## config.mk

```make
export PLATFORM = sky130hd
export DESIGN_NAME = cfl_flag_unit
export DESIGN_NICKNAME = d
export VERILOG_FILES = /design/src/hdl/cfl_pkg.sv /design/src/hdl/cfl_flag_unit.sv
export SDC_FILE = /design/constraint.sdc
export NUM_CORES = 1
export LEC_CHECK = 0
export ABC_AREA = 1
export ABC_CLOCK_PERIOD_IN_PS = 8900
export BUFFER_PORTS_ARGS = -buffer_cell sky130_fd_sc_hd__buf_2
export CORE_ASPECT_RATIO = 0.8
export CORE_UTILIZATION = 53
export CTS_CLUSTER_SIZE = 12
export DETAILED_ROUTE_END_ITERATION = 10
export PLACE_DENSITY = 0.69
export SYNTH_ARGS = -nofsm -noshare
export SYNTH_HDL_FRONTEND = slang
export SYNTH_SLANG_ARGS = --single-unit
```

## constraint.sdc

```tcl
create_clock -name ref_clk -period 8.9 [get_ports ref_clk]
set_input_delay 1.78 -clock ref_clk [delete_from_list [all_inputs] [get_ports ref_clk]]
set_output_delay 1.78 -clock ref_clk [all_outputs]
set_load 0.1 [all_outputs]
```

## src/hdl/cfl_pkg.sv

```systemverilog
`default_nettype none
package cfl_pkg;
    // ------------------------------------------------------------
    // register byte offsets
    // ------------------------------------------------------------
    localparam logic [7:0] ADDR_OPA = 8'h00;
    localparam logic [7:0] ADDR_OPB = 8'h04;
    localparam logic [7:0] ADDR_WACC = 8'h08;
    localparam logic [7:0] ADDR_WOPND = 8'h0C;
    localparam logic [7:0] ADDR_CMD = 8'h10;
    localparam logic [7:0] ADDR_RESULT = 8'h14;
    localparam logic [7:0] ADDR_FLAGS = 8'h18;

    // ------------------------------------------------------------
    // flag bit positions and command layout
    // ------------------------------------------------------------
    localparam int FLAG_S = 7;
    localparam int FLAG_Z = 6;
    localparam int FLAG_H = 4;
    localparam int FLAG_PV = 2;
    localparam int FLAG_N = 1;
    localparam int FLAG_C = 0;
    localparam logic [7:0] FLAG_MASK = 8'hD7;
    localparam int CMD_OP_LSB = 0;
    localparam int CMD_OP_W = 5;
    localparam int CMD_SPEC_LSB = 8;
    localparam int ACT_W = 3;
    localparam int SPEC_W = 24;

    // ------------------------------------------------------------
    // reset values
    // ------------------------------------------------------------
    localparam logic [7:0] FLAGS_RST = 8'h00;
    localparam logic [7:0] BYTE_RST = 8'h00;
    localparam logic [15:0] WORD_RST = 16'h0000;
    localparam logic [23:0] SPEC_RST = 24'h000000;

    typedef enum logic [4:0] {
        OP_ADD8 = 5'h00,
        OP_ADC8 = 5'h01,
        OP_SUB8 = 5'h02,
        OP_SBC8 = 5'h03,
        OP_CMP8 = 5'h04,
        OP_NEG8 = 5'h05,
        OP_INC8 = 5'h06,
        OP_DEC8 = 5'h07,
        OP_AND8 = 5'h08,
        OP_OR8 = 5'h09,
        OP_XOR8 = 5'h0A,
        OP_CPL8 = 5'h0B,
        OP_DECADJ = 5'h0C,
        OP_ADD16 = 5'h10,
        OP_ADC16 = 5'h11,
        OP_SBC16 = 5'h12
    } cfl_op_e;

    typedef enum logic [2:0] {
        ACT_KEEP = 3'h0,
        ACT_ZERO = 3'h1,
        ACT_ONE = 3'h2,
        ACT_COMP = 3'h3,
        ACT_DCARE = 3'h4
    } cfl_act_e;
endpackage
`default_nettype wire

```

## src/hdl/cfl_flag_unit.sv

```systemverilog
`timescale 1ns/1ns
`default_nettype none
module cfl_flag_unit (
    input wire logic ref_clk,
    input wire logic reset_n,
    input wire logic psel,
    input wire logic penable,
    input wire logic pwrite,
    input wire logic [7:0] paddr,
    input wire logic [31:0] pwdata,
    output logic [31:0] prdata,
    output logic pready,
    output logic pslverr,
    output logic [7:0] flags_out
);
    // ------------------------------------------------------------
    // state
    // ------------------------------------------------------------
    logic [7:0] opa_r, opb_r, flags_r, flags_nxt, calc;
    logic [15:0] wacc_r, wopnd_r, result_r, res_nxt;
    logic [23:0] spec_r;
    cfl_pkg::cfl_op_e op_r;
    logic go_r, pready_r, pslverr_r;
    logic [31:0] prdata_r;
    logic take, done, wr;
    logic [7:0] x8, y8, res8, corr;
    logic cin, sub, v8, cy, wide;
    logic [8:0] r9;
    logic [4:0] h5;
    logic [16:0] r17;
    logic [12:0] h13;

    // ------------------------------------------------------------
    // apb slave: one wait state, write lands when pready is seen
    // ------------------------------------------------------------
    assign take = psel & penable & ~pready_r;
    assign done = psel & penable & pready_r;
    assign wr = done & pwrite;

    always_ff @(posedge ref_clk)
    begin
        if (!reset_n)
        begin
            pready_r <= 1'b0;
            pslverr_r <= 1'b0;
        end
        else
        begin
            pready_r <= take;
            pslverr_r <= take & (paddr > cfl_pkg::ADDR_FLAGS
                                 | paddr[1:0] != 2'h0);
        end
    end

    always_ff @(posedge ref_clk)
    begin
        if (!reset_n)
            prdata_r <= 32'h00000000;
        else if (take && !pwrite)
        begin
            if (paddr == cfl_pkg::ADDR_OPA)
                prdata_r <= {24'h000000, opa_r};
            else if (paddr == cfl_pkg::ADDR_OPB)
                prdata_r <= {24'h000000, opb_r};
            else if (paddr == cfl_pkg::ADDR_WACC)
                prdata_r <= {16'h0000, wacc_r};
            else if (paddr == cfl_pkg::ADDR_WOPND)
                prdata_r <= {16'h0000, wopnd_r};
            else if (paddr == cfl_pkg::ADDR_CMD)
                prdata_r <= {spec_r, 3'h0, op_r};
            else if (paddr == cfl_pkg::ADDR_RESULT)
                prdata_r <= {16'h0000, result_r};
            else if (paddr == cfl_pkg::ADDR_FLAGS)
                prdata_r <= {24'h000000, flags_r};
            else
                prdata_r <= 32'h00000000;
        end
        else
            prdata_r <= 32'h00000000;
    end

    // ------------------------------------------------------------
    // command: a write starts one execute cycle
    // ------------------------------------------------------------
    always_ff @(posedge ref_clk)
    begin
        if (!reset_n)
        begin
            op_r <= cfl_pkg::OP_ADD8;
            spec_r <= cfl_pkg::SPEC_RST;
            go_r <= 1'b0;
        end
        else
        begin
            go_r <= wr & (paddr == cfl_pkg::ADDR_CMD);
            if (wr && paddr == cfl_pkg::ADDR_CMD)
            begin
                op_r <= cfl_pkg::cfl_op_e'(pwdata[cfl_pkg::CMD_OP_LSB +:
                                                  cfl_pkg::CMD_OP_W]);
                spec_r <= pwdata[cfl_pkg::CMD_SPEC_LSB +: cfl_pkg::SPEC_W];
            end
        end
    end

    // ------------------------------------------------------------
    // operand registers; results other than compare write back to the accumulators
    // ------------------------------------------------------------
    // byte and word operands
    always_ff @(posedge ref_clk)
    begin
        if (!reset_n)
        begin
            opa_r <= cfl_pkg::BYTE_RST;
            opb_r <= cfl_pkg::BYTE_RST;
            wacc_r <= cfl_pkg::WORD_RST;
            wopnd_r <= cfl_pkg::WORD_RST;
        end
        else
        begin
            if (go_r && !wide && op_r != cfl_pkg::OP_CMP8)
                opa_r <= res8;
            else if (wr && paddr == cfl_pkg::ADDR_OPA)
                opa_r <= pwdata[7:0];
            if (wr && paddr == cfl_pkg::ADDR_OPB)
                opb_r <= pwdata[7:0];
            if (go_r && wide)
                wacc_r <= r17[15:0];
            else if (wr && paddr == cfl_pkg::ADDR_WACC)
                wacc_r <= pwdata[15:0];
            if (wr && paddr == cfl_pkg::ADDR_WOPND)
                wopnd_r <= pwdata[15:0];
        end
    end

    // ------------------------------------------------------------
    // arithmetic and flag computation
    // ------------------------------------------------------------
    always_comb
    begin
        x8 = opa_r;
        y8 = opb_r;
        cin = 1'b0;
        sub = 1'b0;
        wide = 1'b0;
        corr = 8'h00;
        cy = flags_r[cfl_pkg::FLAG_C];
        case (op_r)
            cfl_pkg::OP_ADC8: cin = flags_r[cfl_pkg::FLAG_C];
            cfl_pkg::OP_SUB8: sub = 1'b1;
            cfl_pkg::OP_CMP8: sub = 1'b1;
            cfl_pkg::OP_SBC8:
            begin
                sub = 1'b1;
                cin = flags_r[cfl_pkg::FLAG_C];
            end
            cfl_pkg::OP_NEG8:
            begin
                x8 = 8'h00;
                y8 = opa_r;
                sub = 1'b1;
            end
            cfl_pkg::OP_INC8: y8 = 8'h01;
            cfl_pkg::OP_DEC8:
            begin
                y8 = 8'h01;
                sub = 1'b1;
            end
            cfl_pkg::OP_ADD16: wide = 1'b1;
            cfl_pkg::OP_ADC16:
            begin
                wide = 1'b1;
                cin = flags_r[cfl_pkg::FLAG_C];
            end
            cfl_pkg::OP_SBC16:
            begin
                wide = 1'b1;
                sub = 1'b1;
                cin = flags_r[cfl_pkg::FLAG_C];
            end
            default: ;
        endcase
        // half-carry taken at bit 4 (bit 12 for words)
        if (sub)
        begin
            r9 = {1'b0, x8} - {1'b0, y8} - {8'h00, cin};
            h5 = {1'b0, x8[3:0]} - {1'b0, y8[3:0]} - {4'h0, cin};
            r17 = {1'b0, wacc_r} - {1'b0, wopnd_r} - {16'h0000, cin};
            h13 = {1'b0, wacc_r[11:0]} - {1'b0, wopnd_r[11:0]}
                  - {12'h000, cin};
        end
        else
        begin
            r9 = {1'b0, x8} + {1'b0, y8} + {8'h00, cin};
            h5 = {1'b0, x8[3:0]} + {1'b0, y8[3:0]} + {4'h0, cin};
            r17 = {1'b0, wacc_r} + {1'b0, wopnd_r} + {16'h0000, cin};
            h13 = {1'b0, wacc_r[11:0]} + {1'b0, wopnd_r[11:0]}
                  + {12'h000, cin};
        end
        // signed overflow from operand and result signs
        if (wide)
            v8 = (wacc_r[15] ^ wopnd_r[15] ^ ~sub) & (r17[15] ^ wacc_r[15]);
        else
            v8 = (x8[7] ^ y8[7] ^ ~sub) & (r9[7] ^ x8[7]);
        res8 = r9[7:0];
        calc = 8'h00;
        calc[cfl_pkg::FLAG_H] = h5[4];
        calc[cfl_pkg::FLAG_N] = sub;
        calc[cfl_pkg::FLAG_C] = r9[8];
        calc[cfl_pkg::FLAG_PV] = v8;
        case (op_r)
            cfl_pkg::OP_AND8:
            begin
                res8 = opa_r & opb_r;
                calc[cfl_pkg::FLAG_H] = 1'b1;
            end
            cfl_pkg::OP_OR8: res8 = opa_r | opb_r;
            cfl_pkg::OP_XOR8: res8 = opa_r ^ opb_r;
            cfl_pkg::OP_CPL8:
            begin
                res8 = ~opa_r;
                calc[cfl_pkg::FLAG_H] = 1'b1;
                calc[cfl_pkg::FLAG_N] = 1'b1;
                calc[cfl_pkg::FLAG_C] = 1'b0;
            end
            cfl_pkg::OP_DECADJ:
            begin
                // correction steered by half-carry and add/subtract
                if (flags_r[cfl_pkg::FLAG_H] || opa_r[3:0] > 4'h9)
                    corr[3:0] = 4'h6;
                if (flags_r[cfl_pkg::FLAG_C] || opa_r > 8'h99)
                begin
                    corr[7:4] = 4'h6;
                    cy = 1'b1;
                end
                if (flags_r[cfl_pkg::FLAG_N])
                begin
                    res8 = opa_r - corr;
                    calc[cfl_pkg::FLAG_H] = flags_r[cfl_pkg::FLAG_H]
                                            & (opa_r[3:0] < 4'h6);
                end
                else
                begin
                    res8 = opa_r + corr;
                    calc[cfl_pkg::FLAG_H] = opa_r[3:0] > 4'h9;
                end
                calc[cfl_pkg::FLAG_N] = flags_r[cfl_pkg::FLAG_N];
                calc[cfl_pkg::FLAG_C] = cy;
            end
            default: ;
        endcase
        if (op_r >= cfl_pkg::OP_AND8 && op_r <= cfl_pkg::OP_XOR8)
        begin
            // the adder's half-carry means nothing for a logic op
            calc[cfl_pkg::FLAG_H] = op_r == cfl_pkg::OP_AND8;
            calc[cfl_pkg::FLAG_N] = 1'b0;
            calc[cfl_pkg::FLAG_C] = 1'b0;
        end
        // logic, complement and adjust ops select parity
        // even count of ones gives one
        if ((op_r >= cfl_pkg::OP_AND8 && op_r <= cfl_pkg::OP_CPL8)
            || op_r == cfl_pkg::OP_DECADJ)
            calc[cfl_pkg::FLAG_PV] = ~^res8;
        res_nxt = {8'h00, res8};
        if (wide)
        begin
            res_nxt = r17[15:0];
            calc[cfl_pkg::FLAG_H] = h13[12];
            calc[cfl_pkg::FLAG_C] = r17[16];
        end
        calc[cfl_pkg::FLAG_S] = res_nxt[wide ? 15 : 7];
        // zero when all result bits clear
        calc[cfl_pkg::FLAG_Z] = res_nxt == 16'h0000;
    end

    // ------------------------------------------------------------
    // per-flag update action
    // ------------------------------------------------------------
    // action chosen per flag; don't care keeps the old value
    for (genvar gi = 0; gi < 8; gi++)
    begin : g_flag
        always_comb
        begin
            case (spec_r[gi * cfl_pkg::ACT_W +: cfl_pkg::ACT_W])
                cfl_pkg::ACT_ZERO: flags_nxt[gi] = 1'b0;
                cfl_pkg::ACT_ONE: flags_nxt[gi] = 1'b1;
                cfl_pkg::ACT_COMP: flags_nxt[gi] = calc[gi];
                default: flags_nxt[gi] = flags_r[gi];
            endcase
        end
    end

    // unused flag bits forced to zero
    always_ff @(posedge ref_clk)
    begin
        if (!reset_n)
        begin
            flags_r <= cfl_pkg::FLAGS_RST;
            result_r <= cfl_pkg::WORD_RST;
        end
        else if (go_r)
        begin
            flags_r <= flags_nxt & cfl_pkg::FLAG_MASK;
            result_r <= res_nxt;
        end
        else if (wr && paddr == cfl_pkg::ADDR_FLAGS)
            flags_r <= pwdata[7:0] & cfl_pkg::FLAG_MASK;
    end

    assign prdata = prdata_r;
    assign pready = pready_r;
    assign pslverr = pslverr_r;
    assign flags_out = flags_r;

    // ------------------------------------------------------------
    // checks
    // ------------------------------------------------------------
    a_sign_msb: assert property (@(posedge ref_clk) disable iff (!reset_n)
        go_r && !wide && spec_r[21 +: 3] == cfl_pkg::ACT_COMP
        |=> flags_r[7] == result_r[7])
        else $error("sign flag does not match result msb");
    a_zero_all: assert property (@(posedge ref_clk) disable iff (!reset_n)
        go_r && spec_r[18 +: 3] == cfl_pkg::ACT_COMP
        |=> flags_r[6] == (result_r == 16'h0000))
        else $error("zero flag does not match result");
    a_parity_even: assert property (@(posedge ref_clk) disable iff (!reset_n)
        go_r && op_r == cfl_pkg::OP_XOR8 && spec_r[6 +: 3] == cfl_pkg::ACT_COMP
        |=> flags_r[2] == ~^result_r[7:0])
        else $error("parity flag wrong after logic op");
    a_ovf_add: assert property (@(posedge ref_clk) disable iff (!reset_n)
        go_r && op_r == cfl_pkg::OP_ADD8 && spec_r[6 +: 3] == cfl_pkg::ACT_COMP
        |=> flags_r[2] == ($past(opa_r[7]) == $past(opb_r[7])
                           && result_r[7] != $past(opa_r[7])))
        else $error("overflow flag wrong after add");
    a_half_add: assert property (@(posedge ref_clk) disable iff (!reset_n)
        go_r && op_r == cfl_pkg::OP_ADD8 && spec_r[12 +: 3] == cfl_pkg::ACT_COMP
        |=> flags_r[4] == ({1'b0, $past(opa_r[3:0])}
                           + {1'b0, $past(opb_r[3:0])} > 5'h0F))
        else $error("half-carry wrong after add");
    a_sub_dir: assert property (@(posedge ref_clk) disable iff (!reset_n)
        go_r && (op_r == cfl_pkg::OP_SUB8 || op_r == cfl_pkg::OP_ADD8)
        && spec_r[3 +: 3] == cfl_pkg::ACT_COMP
        |=> flags_r[1] == ($past(op_r) == cfl_pkg::OP_SUB8))
        else $error("add/subtract flag wrong");
    a_adj_clean: assert property (@(posedge ref_clk) disable iff (!reset_n)
        go_r && op_r == cfl_pkg::OP_DECADJ && (flags_r & 8'h13) == 8'h00
        && opa_r[3:0] < 4'hA && opa_r[7:4] < 4'hA
        |=> result_r[7:0] == $past(opa_r))
        else $error("adjust changed a valid BCD byte");
    a_carry_add: assert property (@(posedge ref_clk) disable iff (!reset_n)
        go_r && op_r == cfl_pkg::OP_ADD8 && spec_r[0 +: 3] == cfl_pkg::ACT_COMP
        |=> flags_r[0] == ({1'b0, $past(opa_r)} + {1'b0, $past(opb_r)}
                           > 9'h0FF))
        else $error("carry flag wrong after add");
    a_keep_flag: assert property (@(posedge ref_clk) disable iff (!reset_n)
        go_r && spec_r[0 +: 3] == cfl_pkg::ACT_KEEP |=> $stable(flags_r[0]))
        else $error("kept flag changed");
    a_force_one: assert property (@(posedge ref_clk) disable iff (!reset_n)
        go_r && spec_r[18 +: 3] == cfl_pkg::ACT_ONE |=> flags_r[6])
        else $error("forced flag not set");
    a_word_sum: assert property (@(posedge ref_clk) disable iff (!reset_n)
        go_r && op_r == cfl_pkg::OP_ADD16
        |=> result_r == $past(wacc_r) + $past(wopnd_r) && wacc_r == result_r)
        else $error("word add result wrong");
    a_flag_layout: assert property (@(posedge ref_clk) disable iff (!reset_n)
        ##1 (flags_r & ~cfl_pkg::FLAG_MASK) == 8'h00 && flags_out == flags_r)
        else $error("unused flag bits not zero");
endmodule
`default_nettype wire

```

======== After elaboration in Yosys (flattened, before gate mapping) ========
Cells that the tools add are included.
storage, ports and cells
  bits in registers ....................... 134
  input port bits ......................... 45
  output and inout port bits .............. 42
  word-level logic and storage cells ...... 204
operators by class
  add/sub/neg operators ................... 18
  magnitude comparators ................... 8
  equality and inequality tests ........... 48
  muxes and demuxes ....................... 49
  bitwise gates (word level) .............. 24
  reduce and logical (&&, ||, !) cells .... 38
operators with widths
  cell                  count
  $mux W16              6
  $mux W8               9
  $pmux W8 S5           1
  $eq A3 B2 Y1 const B  12
  $mux W32              1
  $eq A5 B4 Y1 const B  5
  $eq A8 B5 Y1 const B  3
  $ne A4 B1 Y1 const B  6
  $eq A5 B3 Y1 const B  4
  $eq A3 B1 Y1 const B  6
  $pmux W1 S3           6
  $add A16 B16 Y17      1
  $add A17 B1 Y17       1
  $mux W17              1
  $sub A16 B16 Y17      1
  $sub A17 B1 Y17       1
  $eq A8 B4 Y1 const B  2
  $logic_not A16 Y1     1
  $pmux W8 S2           1
  $eq A5 B5 Y1 const B  3
  $add A12 B12 Y13      1
  $add A13 B1 Y13       1
  $mux W13              1
  $sub A12 B12 Y13      1
  53 further kinds      110

======== Logic depth before layout (Yosys ltp) ========
Gate-level depths: netlist (run 1).
  depth after elaboration ................. 13
  gate-level depth with buffers ........... 28
  gate-level depth less buffers ........... 27

======== Worst setup path after synthesis (run 1) ========
Ideal clock, no wire load.
  kind .................................... in2reg
  start point ............................. input port paddr[1]
  end point ............................... register opa_r[6]
  library setup time ...................... 115 ps
  data arrival time ....................... 3300 ps
  data required time ...................... 8785 ps
  slack ................................... 5486 ps
  stages on the path ...................... 10
  buffers on the path ..................... 0
  cells stage by stage .................... nor2_1 -> inv_1 -> or2_1 -> nor2_1 -> inv_1 -> nor2_1 -> inv_1 -> o21ai_2 -> o22ai_1 -> o21a_1
between the ends
  word-level cells in the longest chain between the ends .. 3
ends and longest elaborated chain
  what                          RTL line              RTL
  from (decl)                   cfl_flag_unit.sv:9    input wire logic [7:0] paddr,
  $logic_not A8 Y1              cfl_flag_unit.sv:122  else if (wr && paddr == cfl_pkg::ADDR_OPA)
  $logic_and A1 B1 Y1           cfl_flag_unit.sv:122
  $reduce_bool A2 Y1 (no line)  --
  to (signal assigned)          cfl_flag_unit.sv:113  opa_r <= cfl_pkg::BYTE_RST;
  to (signal assigned)          cfl_flag_unit.sv:121  opa_r <= res8;
  to (signal assigned)          cfl_flag_unit.sv:123  opa_r <= pwdata[7:0];
  to (decl)                     cfl_flag_unit.sv:19   logic [7:0] opa_r, opb_r, flags_r, flags_nxt, calc;
Every way passes these cells.
A chain may end at the register's enable or synchronous reset.

======== Worst setup path in the final report (run 1) ========
  start point ............................. input port paddr[7]
  end point ............................... register wopnd_r[0]
between the ends
  word-level cells in the longest chain between the ends .. 2
ends and longest elaborated chain
  what                  RTL line              RTL
  $eq A8 B4 Y1          cfl_flag_unit.sv:130  if (wr && paddr == cfl_pkg::ADDR_WOPND)
  $logic_and A1 B1 Y1   cfl_flag_unit.sv:130
  to (signal assigned)  cfl_flag_unit.sv:116  wopnd_r <= cfl_pkg::WORD_RST;
  to (signal assigned)  cfl_flag_unit.sv:131  wopnd_r <= pwdata[15:0];
  to (decl)             cfl_flag_unit.sv:20   logic [15:0] wacc_r, wopnd_r, result_r, res_nxt;
Every way passes these cells.

==> results.toml, run 1 <==
[clocking]
h-tree-depth = 4
holdBufCountCts = 0
cts-resized-gates = 0
cts.sinks = 134
root_buffer = "clkbuf_16"
clockBufferDepth = 2
cts_tree = "yes"
path_clk_slew_ns = 0.06
clkLatencyLatePin_ns = 0.42
post-cts-setup-buffer-count = 0
cts_buffers = 17

[route]
wl_um = 34910
postRouteAntennaNets = 0
wl_per_cell_um = 18.51
vias = 11030
drtPass1Iterations = 8
drc = 0
drt_iter0_markers = 1448
vias_per_cell = 5.849

[worst_hold_path]
hold_class = "flip-flop to flip-flop"

[setup_path]
worstSetupStartpointType = "primary input"
worstPathCellList = "buf_2 > nor2_1 > inv_1 > nor2_1 > nand2_1 > nor2_1 > nand2_1 > nor2_1 > o21ai_0 > a21oi_1"
arrival_ns = 5.02
cp.required_ns = 9.24
cpMostUsedCell = "nor2_1"
endpoint_kind = "flip-flop"
crit_path_top_delay_cell = "nor2_1"
critical_path.max_stage_delay_ns = 1.10
path_class = "primary input to flip-flop"
cp_max_fo = 23

[grt]
grt_max_degree = 74
track_usage_pct = 35.77
antenna_found_initial = 0
grt_overflow = 0
grt_pass1_vias = 9609
grt_pass1_wl_um = 54200

[synth]
synth_top_cell_by_area = "dfxtp_1"
synth_compound_area_share_pct = 20.58
synth_warnings = 0
synth_ff_type = "dfxtp_1"
synth-adder-area-share_pct = 12.43
synth_top_family_by_area = "simple AND/OR/NAND/NOR gates"
synth_seq_area_share_pct = 26.18
synth_simple_gate_area_share_pct = 27.90
ys_seq_elements = 134
ys_async_sr_fraction_pct = 0
synth-xor-area-share_pct = 1.197
avgSynthCellArea_um2 = 6.589
yosys-top-cells-area = "dfxtp_1 (26%), ha_1 (11%), nand2_1 (10%), inv_1 (8.8%), a21oi_1 (6.3%)"
synth_area_um2 = 10250
yosysTopAreaCellShare_pct = 26.18
ys_types = 52
synth_edf_count = 0
syn_inst = 1555
muxShareOfSynthArea_pct = 0

[timing]
rsz0062_at_grt = "no"
fin_skew_ns = 0.008516
max_freq_mhz = 213.6
post-route-period-util_pct = 52.60
setup_tns_ns = 0
hold_violations = 0
setup_viol = 0
final_max_slew_viol_count = 0
slew_headroom_pct = 18.12
tightest_slew_ns = 1.224
hold_ws_ns = 0.4379
period_minus_slack_ns = 4.681

[floorplan]
core_area_um2 = 18970
initial_core_util_pct = 54.00
dieArea_um2 = 19900
die_w_um = 157.5
io_pins = 87
dieHeight_um = 126.4
core.rowCount = 45

[pwr]
pwr_density_cell_nw_per_um2 = 122.9
p_leak_nw = 5.466
irDropWorstVdd_mv = 0.1591

[final_layout]
antenna_cells = 0
areaGrowthSynthToFinish_pct = 11.52
drive_gt1_share_pct = 10.38
finalNetCount = 1758

[place]
place_congestion = 1.016
dp_hpwl_um = 27270
port_buffers = 84

[run_status]
status = "complete, no violations"

[flow_run]
cap_viol_max_count = 0
[path summary, 6_finish.rpt]
path | startpoint | to | slack [ns] | depth (start not counted)
worst max register to register | op_r[2] | flags_out[6] | 4.52 | 23
worst min register to register | spec_r[10] | prdata[18] | 0.44 | 2
worst min-delay path | spec_r[10] | prdata[18] | 0.44 | 2
worst max-delay path | paddr[7] | wopnd_r[0] | 4.22 | 10
[registers in the layout, summed over array words and instances (netlist names)]
signal / cells
pslverr: 1
wopnd_r: 16
wacc_r: 16
go_r: 1
spec_r: 24
result_r: 16
pready: 1
flags_out: 6
opb_r: 8
opa_r: 8
op_r: 5
prdata: 32
[cell usage in the layout (no fill, tap or decap), types with 13 or more instances in the layout]
master and instances:
o221ai_1 13, dfxtp_1 134, a21oi_1 130, ha_1 89, inv_1 240, nor2_1 141
o21ai_0 116, buf_2 84, nand3_1 126, nor3_1 27, nand2_1 282, o22ai_1 18
a221oi_1 21, clkbuf_16 17, nand4_1 29
[kinds of logic (layout without fill, tap and decap cells)]
group | after synthesis | count (layout)
flip-flops | 134 | 134
buffers and inverters | 302 | 374
AND/OR/NAND/NOR | 644 | 644
other | 1 | 2
adder cells (fa/ha/maj) | 97 | 97
AO/OA/AOI/OAI | 363 | 363
XOR/XNOR | 14 | 14
[routing by layer]
layer	wire, um	vias to the layer above	track usage, %
li1	-	5327	-
met1	16310	4966	55.40
met2	13000	651	46.38
met3	4500	87	9.874
met4	1097	0	11.54
met5	0	-	0
[area by class of cell]
| type | count | area (um2) |
|---|---|---|
| clock inverters | 13 | 192.7 |
| multi-input cells | 1120 | 6371 |
| clock buffers | 18 | 439.2 |
| well taps | 258 | 322.8 |
| repair buffers | 90 | 465.4 |
| fillers | 1892 | 7548 |
| inverters | 253 | 952.2 |
| flip-flops and latches | 134 | 2683 |
[synth_stat cells (3+ instances only)]
cell type,number
a211oi_1,4
a21oi_1,130
a221oi_1,21
a22oi_1,4
a31oi_1,6
buf_1,4
buf_2,6
buf_6,6
clkbuf_1,31
dfxtp_1,134
fa_1,8
ha_1,89
inv_1,240
inv_2,12
nand2_1,282
nand2_2,9
nand3_1,126
nand3_2,4
nand3b_1,5
nand4_1,29
nor2_1,141
nor2_2,7
nor2_4,6
nor3_1,27
o2111ai_1,3
o211ai_1,12
o21a_1,8
o21ai_0,116
o21ai_1,12
o21bai_1,3
o221ai_1,13
o22ai_1,18
or2_2,3
xnor2_1,5
xor2_1,9
[metrics by stage]
step / area (um2) / worst slack, ns / cells / utilization (%) / power (W)
floorplan: 10250 / 5.486 / 1556 / - / 0.0006370
global placement: 10790 / 3.974 / 1855 / 56.89 / 0.0006576
detailed placement: 10790 / 3.805 / 1855 / 56.89 / 0.0006577
CTS: 11430 / 4.232 / 1886 / 60.22 / 0.001403
global route: 11430 / 3.769 / 1886 / 60.22 / 0.001439
finish: 11430 / 4.219 / 1886 / 60.22 / 0.001405
[power by group]
group	total, W	internal [W]	switching, W	leakage [nW]
clock network	0.000759	0.000479	0.000280	0.304
logic	0.0000457	0.0000117	0.0000340	4.08
registers	0.000600	0.000600	0.000000254	1.08
[critical path: cells and delay by family]
family | cells | cell delay (ns)
compound gates | 2 | 0.34
simple gates | 6 | 2.77
buf+inv | 2 | 0.13
No activity file was read; power rests on OpenSTA's default activity.
==> run 2, diff against run 1 <==
--- a/config.mk
+++ b/config.mk
@@ -6,7 +6,7 @@
 export NUM_CORES = 1
 export LEC_CHECK = 0
 export ABC_AREA = 1
-export ABC_CLOCK_PERIOD_IN_PS = 8900
+export ABC_CLOCK_PERIOD_IN_PS = 4790
 export BUFFER_PORTS_ARGS = -buffer_cell sky130_fd_sc_hd__buf_2
 export CORE_ASPECT_RATIO = 0.8
 export CORE_UTILIZATION = 53
==> constraint.sdc (replaced) <==
create_clock -name ref_clk -period 4.79 [get_ports ref_clk]
set_input_delay 0.958 -clock ref_clk [delete_from_list [all_inputs] [get_ports ref_clk]]
set_output_delay 0.958 -clock ref_clk [all_outputs]
set_load 0.1 [all_outputs]
==> run 2 against run 1 <==
Effect of this change: worst hold slack better by 0.00060 ns; final cell count rose by 0.37%; sequential power up 87%; first-iteration DRC count up 7.0%; clock skew increased by 0.0096 ns; register-to-register slack lost 3.9 ns; non-clock buffer count rose by 7; combinational power is 85% higher; utilization down 0.13 points; count of clock-buffer cells in the layout is the same; worst setup slack worse by 3.6 ns; critical path type is now flip-flop to flip-flop; critical endpoint is now flags_out[6].
==> results.toml, run 2 (synthesis results as in run 1) <==
[place]
place_area_um2 = 10850
place_congestion = 1.008
place_ws_ns = 0.7648
dp_hpwl_um = 29550
placedCellCount = 1862
port_buffers = 84

[clocking]
cts_tree = "yes"
h-tree-depth = 4
clockBufferDepth = 2
holdBufCountCts = 0
cts-resized-gates = 0
cts_buffers = 17
cts.sinks = 134
path_clk_slew_ns = 0.06
root_buffer = "clkbuf_16"
clkLatencyLatePin_ns = 0.43
post-cts-setup-buffer-count = 0

[setup_path]
r2r_setup_slack_ns = 0.67
crit_path_top_delay_cell = "dfxtp_1"
path_class = "flip-flop to flip-flop"
endpoint_kind = "flip-flop"
worstPathCellList = "inv_1 > nor2_1 > nand3_2 > o22ai_1 > inv_1 > fa_1 > fa_1 > inv_1 > nand4_1 > nand3_1 > nand2_1 > nand3_1 > nand2_1 > nand2_1 > nand2_1 > o21ai_1 > nand3_1 > nor2_1 > nand3_1 > nand2_1 > nand2_1 > a21oi_2"
cp.buffers_inverters = 3
cpMostUsedCell = "nand2_1"
critical_path.max_stage_delay_ns = 0.58
arrival_ns = 4.49
worstSetupStartpointType = "flip-flop"
cp_max_fo = 11
cp.required_ns = 5.15
path_delay_family = "simple AND/OR/NAND/NOR gates"

[timing]
hold_ws_ns = 0.4385
post-route-period-util_pct = 86.08
slew_headroom_pct = 43.49
period_minus_slack_ns = 4.123
finalWorstSetupSlack_ns = 0.6669
setup_tns_ns = 0
rsz0062_at_grt = "no"
final_max_slew_viol_count = 0
tightest_slew_ns = 0.8467
hold_violations = 0
max_freq_mhz = 242.5
fin_skew_ns = 0.01810
setup_viol = 0

[flow_run]
cap_viol_max_count = 0

[grt]
grt_max_degree = 73
grt_pass1_wl_um = 57480
antenna_found_initial = 0
grt_overflow = 0
track_usage_pct = 38.40
grt_pass1_vias = 10010

[floorplan]
core.rowCount = 45
initial_core_util_pct = 54.00
die_w_um = 157.5
io_pins = 87
core_area_um2 = 18970
dieArea_um2 = 19900
dieHeight_um = 126.4

[route]
wl_um = 37220
drtPass1Iterations = 8
drt_iter0_markers = 1550
vias_per_cell = 5.865
postRouteAntennaNets = 0
wl_per_cell_um = 19.66
vias = 11100
drc = 0

[final_layout]
mostFrequentLayoutCells = "nand2_1 (282), inv_1 (240), nor2_1 (141), dfxtp_1 (134), a21oi_1 (130)"
fill_cells = 1908
areaGrowthSynthToFinish_pct = 11.27
layout_commonest_cell = "nand2_1"
antenna_cells = 0
largest_reg_flops = 32
drive_gt1_share_pct = 10.70
design_area_um2 = 11400
finalNetCount = 1765
stdcell_count = 1893

[worst_hold_path]
hold_class = "flip-flop to flip-flop"

[pwr]
pwr_density_cell_nw_per_um2 = 214.2
p_leak_nw = 5.452
irDropWorstVdd_mv = 0.2810

[run_status]
status = "complete, no violations"
[run 2: changes by cell type in the layout (fill, tap and decap cells not counted), sizes merged]
cell      before  now
buf           90   97
bufinv         4    1
clkinv         3    4
clkinvlp       2    5
inv          257  256
[run 2: through the flow]
stage                     total power (W)  util, %
after floorplan                  0.001184        -
after global placement           0.001223    57.16
after detailed placement         0.001222    57.16
after CTS                        0.002441    60.09
after global routing             0.002504    60.09
final                            0.002442    60.09
[run 2: layout make-up]
cell class | count | area, um2 | area share [%]
timing repair buffer | 97 | 518.0 | 4.543
tap | 258 | 322.8 | 2.831
sequential | 134 | 2683 | 23.53
inverter | 253 | 952.2 | 8.352
clock buffer | 18 | 429.2 | 3.764
clock inverter | 13 | 125.1 | 1.097
multi-input combinational | 1120 | 6371 | 55.88
[run 2: final timing paths]
kind	start	to	depth (start not counted)
worst max-delay path	op_r[2]	flags_out[6]	22
worst min-delay path	spec_r[9]	prdata[17]	2
worst max register to register	op_r[2]	flags_out[6]	22
worst min register to register	spec_r[9]	prdata[17]	2
[run 2: metal layers]
layer	global-route usage, %	vias up	share of wire, %
li1	-	5333	-
met3	11.89	51	13
met1	59.18	5058	47
met2	51.09	661	38
met5	0	-	0
met4	8.224	0	1.7
[run 2: report_power, final]
group          switching (W)  internal, W  leakage, nW
clock               0.000526     0.000716        0.255
combinational      0.0000626    0.0000219         4.12
sequential       0.000000488      0.00112         1.08
[run 2: tightest hold or removal path, stage by stage, from the launching register on]
cell     delay, ns
dfxtp_1       0.30
inv_1         0.06
nor2_1        0.04
==> run 3, diff against run 2 <==
--- a/config.mk
+++ b/config.mk
@@ -6,13 +6,16 @@
 export NUM_CORES = 1
 export LEC_CHECK = 0
 export ABC_AREA = 1
-export ABC_CLOCK_PERIOD_IN_PS = 4790
+export ABC_CLOCK_PERIOD_IN_PS = 4100
 export BUFFER_PORTS_ARGS = -buffer_cell sky130_fd_sc_hd__buf_2
+export CELL_PAD_IN_SITES_DETAIL_PLACEMENT = 0
+export CELL_PAD_IN_SITES_GLOBAL_PLACEMENT = 1
 export CORE_ASPECT_RATIO = 0.8
-export CORE_UTILIZATION = 53
+export CORE_UTILIZATION = 44
 export CTS_CLUSTER_SIZE = 12
 export DETAILED_ROUTE_END_ITERATION = 10
-export PLACE_DENSITY = 0.69
+export PLACE_DENSITY = 0.79
+export SETUP_SLACK_MARGIN = 0.1
 export SYNTH_ARGS = -nofsm -noshare
 export SYNTH_HDL_FRONTEND = slang
 export SYNTH_SLANG_ARGS = --single-unit
==> constraint.sdc (replaced) <==
create_clock -name ref_clk -period 4.1 [get_ports ref_clk]
set_input_delay 0.82 -clock ref_clk [delete_from_list [all_inputs] [get_ports ref_clk]]
set_output_delay 0.82 -clock ref_clk [all_outputs]
set_load 0.1 [all_outputs]
==> run 3 against run 2 <==
Effect of this change: clock skew shrank 0.0095 ns; die area grew 20%; sequential power grew 16%; largest cell class unchanged; non-clock buffer count grew 8; final cell count grew 3.0%; via count shrank 1.3%; register-to-register slack lost 0.31 ns.
==> results.toml, run 3 (synthesis results as in run 1) <==
[clocking]
clockBufferDepth = 2
cts_buffers = 17
post-cts-setup-buffer-count = 0
path_clk_slew_ns = 0.07
h-tree-depth = 4
cts-resized-gates = 0
cts_tree = "yes"
root_buffer = "clkbuf_16"
cts.sinks = 134
holdBufCountCts = 0
clkLatencyLatePin_ns = 0.44

[final_layout]
utilization_pct = 51.42
areaGrowthSynthToFinish_pct = 13.85
layout_commonest_cell = "nand2_1"
mostFrequentLayoutCells = "nand2_1 (282), inv_1 (239), nor2_1 (139), a21oi_1 (129), dfxtp_1 (129)"
finalNetCount = 1773
antenna_cells = 0
drive_gt1_share_pct = 12.17
stdcell_count = 1950
design_area_um2 = 11660
largest_reg_flops = 32

[route]
drt_iter0_markers = 1186
wl_per_cell_um = 19.71
met3_length_um = 4202
met2_length_um = 14470
postRouteAntennaNets = 0
drc = 0
wl_um = 38440
vias = 10960
top_layer_used = "met4"
wl_met1_um = 19080
vias_per_cell = 5.622
drtPass1Iterations = 7

[place]
placedCellCount = 1918
dp_hpwl_um = 30700
place_area_um2 = 10970
port_buffers = 84
place_congestion = 0.9560

[pwr]
irDropWorstVdd_mv = 0.2932
p_leak_nw = 5.563
pwr_density_cell_nw_per_um2 = 266.4

[floorplan]
io_pins = 87
dieArea_um2 = 23900
core.rowCount = 49
dieHeight_um = 138.5
core_area_um2 = 22680
initial_core_util_pct = 45.17
die_w_um = 172.6

[setup_path]
r2r_cells = 22
cp_max_fo = 8
path_class = "flip-flop to flip-flop"
endpoint_kind = "flip-flop"
arrival_ns = 4.11
cp.required_ns = 4.46
worstSetupStartpointType = "flip-flop"

[grt]
antenna_found_initial = 1
grt_max_degree = 73
grt_overflow = 0
grt_pass1_vias = 9901
grt_pass1_wl_um = 58990
track_usage_pct = 32.16

[timing]
hold_violations = 0
setup_tns_ns = 0
setup_viol = 0
period_minus_slack_ns = 3.747
tightest_slew_ns = 0.7595
fin_skew_ns = 0.008558
rsz0062_at_grt = "no"
slew_headroom_pct = 49.37
post-route-period-util_pct = 91.40
final_max_slew_viol_count = 0
max_freq_mhz = 266.9

[worst_hold_path]
hold_class = "flip-flop to flip-flop"
hold_depth = 2

[flow_run]
cap_viol_max_count = 0

[run_status]
status = "complete, no violations"
==> run 3: changes by cell type in the layout (fill, tap and decap cells not counted), moves of 3 or more <==
| cell | before | now |
|---|---|---|
| clkinvlp_4 | 5 | 0 |
| dfxtp_2 | 0 | 5 |
| clkinv_4 | 3 | 0 |
| inv_8 | 0 | 6 |
| dfxtp_1 | 134 | 129 |
| buf_4 | 13 | 21 |
==> run 3: worst paths after layout <==
path	startpoint	to	slack (ns)
setup / recovery	op_r[3]	flags_out[2]	0.35
hold / removal	spec_r[15]	prdata[23]	0.44
setup reg to reg	op_r[3]	flags_out[2]	0.35
hold reg to reg	spec_r[15]	prdata[23]	0.44
==> run 3: through the flow <==
step | total power (W) | hold WS, ns | setup WS, ns
finish | 0.003107 | 0.4408 | 0.3528
global route | 0.003174 | 0.4744 | 0.1055
CTS | 0.003116 | 0.4414 | 0.1623
detailed placement | 0.001430 | 0.4313 | 0.2245
global placement | 0.001431 | 0.4304 | 0.2656
floorplan | 0.001383 | 0.4160 | 0.7628
==> run 3: layout make-up <==
type | count | area (um2)
Sequential cell | 134 | 2689
Inverter | 253 | 952.2
Fill cell | 2350 | 11020
Clock buffer | 17 | 425.4
Tap cell | 306 | 382.9
Multi-Input combinational cell | 1120 | 6412
Timing Repair Buffer | 105 | 578.1
Clock inverter | 15 | 225.2
==> run 3: per-layer routing <==
metal  vias to the layer above  track usage (%)
li1                       5360                -
met1                      5001            50.61
met2                       547            42.76
met3                        55            7.426
met4                         0            7.707
met5                         -                0
==> run 3: worst max-delay path, stage by stage (launching register included) <==
cell	delay, ns
dfxtp_1	0.46
inv_2	0.13
nand3_4	0.11
nor2_2	0.10
o22ai_1	0.21
inv_1	0.12
fa_1	0.45
fa_1	0.45
inv_1	0.10
o21ai_0	0.14
nand2_1	0.13
nand2_1	0.05
nand3_1	0.08
nand3_1	0.18
nand2_4	0.16
nand3_1	0.08
nand2_1	0.09
nand3_1	0.16
nand3_1	0.13
nand3_1	0.07
nand2_1	0.08
nand2_1	0.05
a21oi_1	0.12
==> run 3: where the power goes <==
part | switching (W) | leakage (nW) | internal (W)
logic | 0.0000747 | 4.16 | 0.0000257
registers | 0.000000555 | 1.08 | 0.00130
clock network | 0.000705 | 0.320 | 0.000999
total | 0.000780 | 5.56 | 0.00233
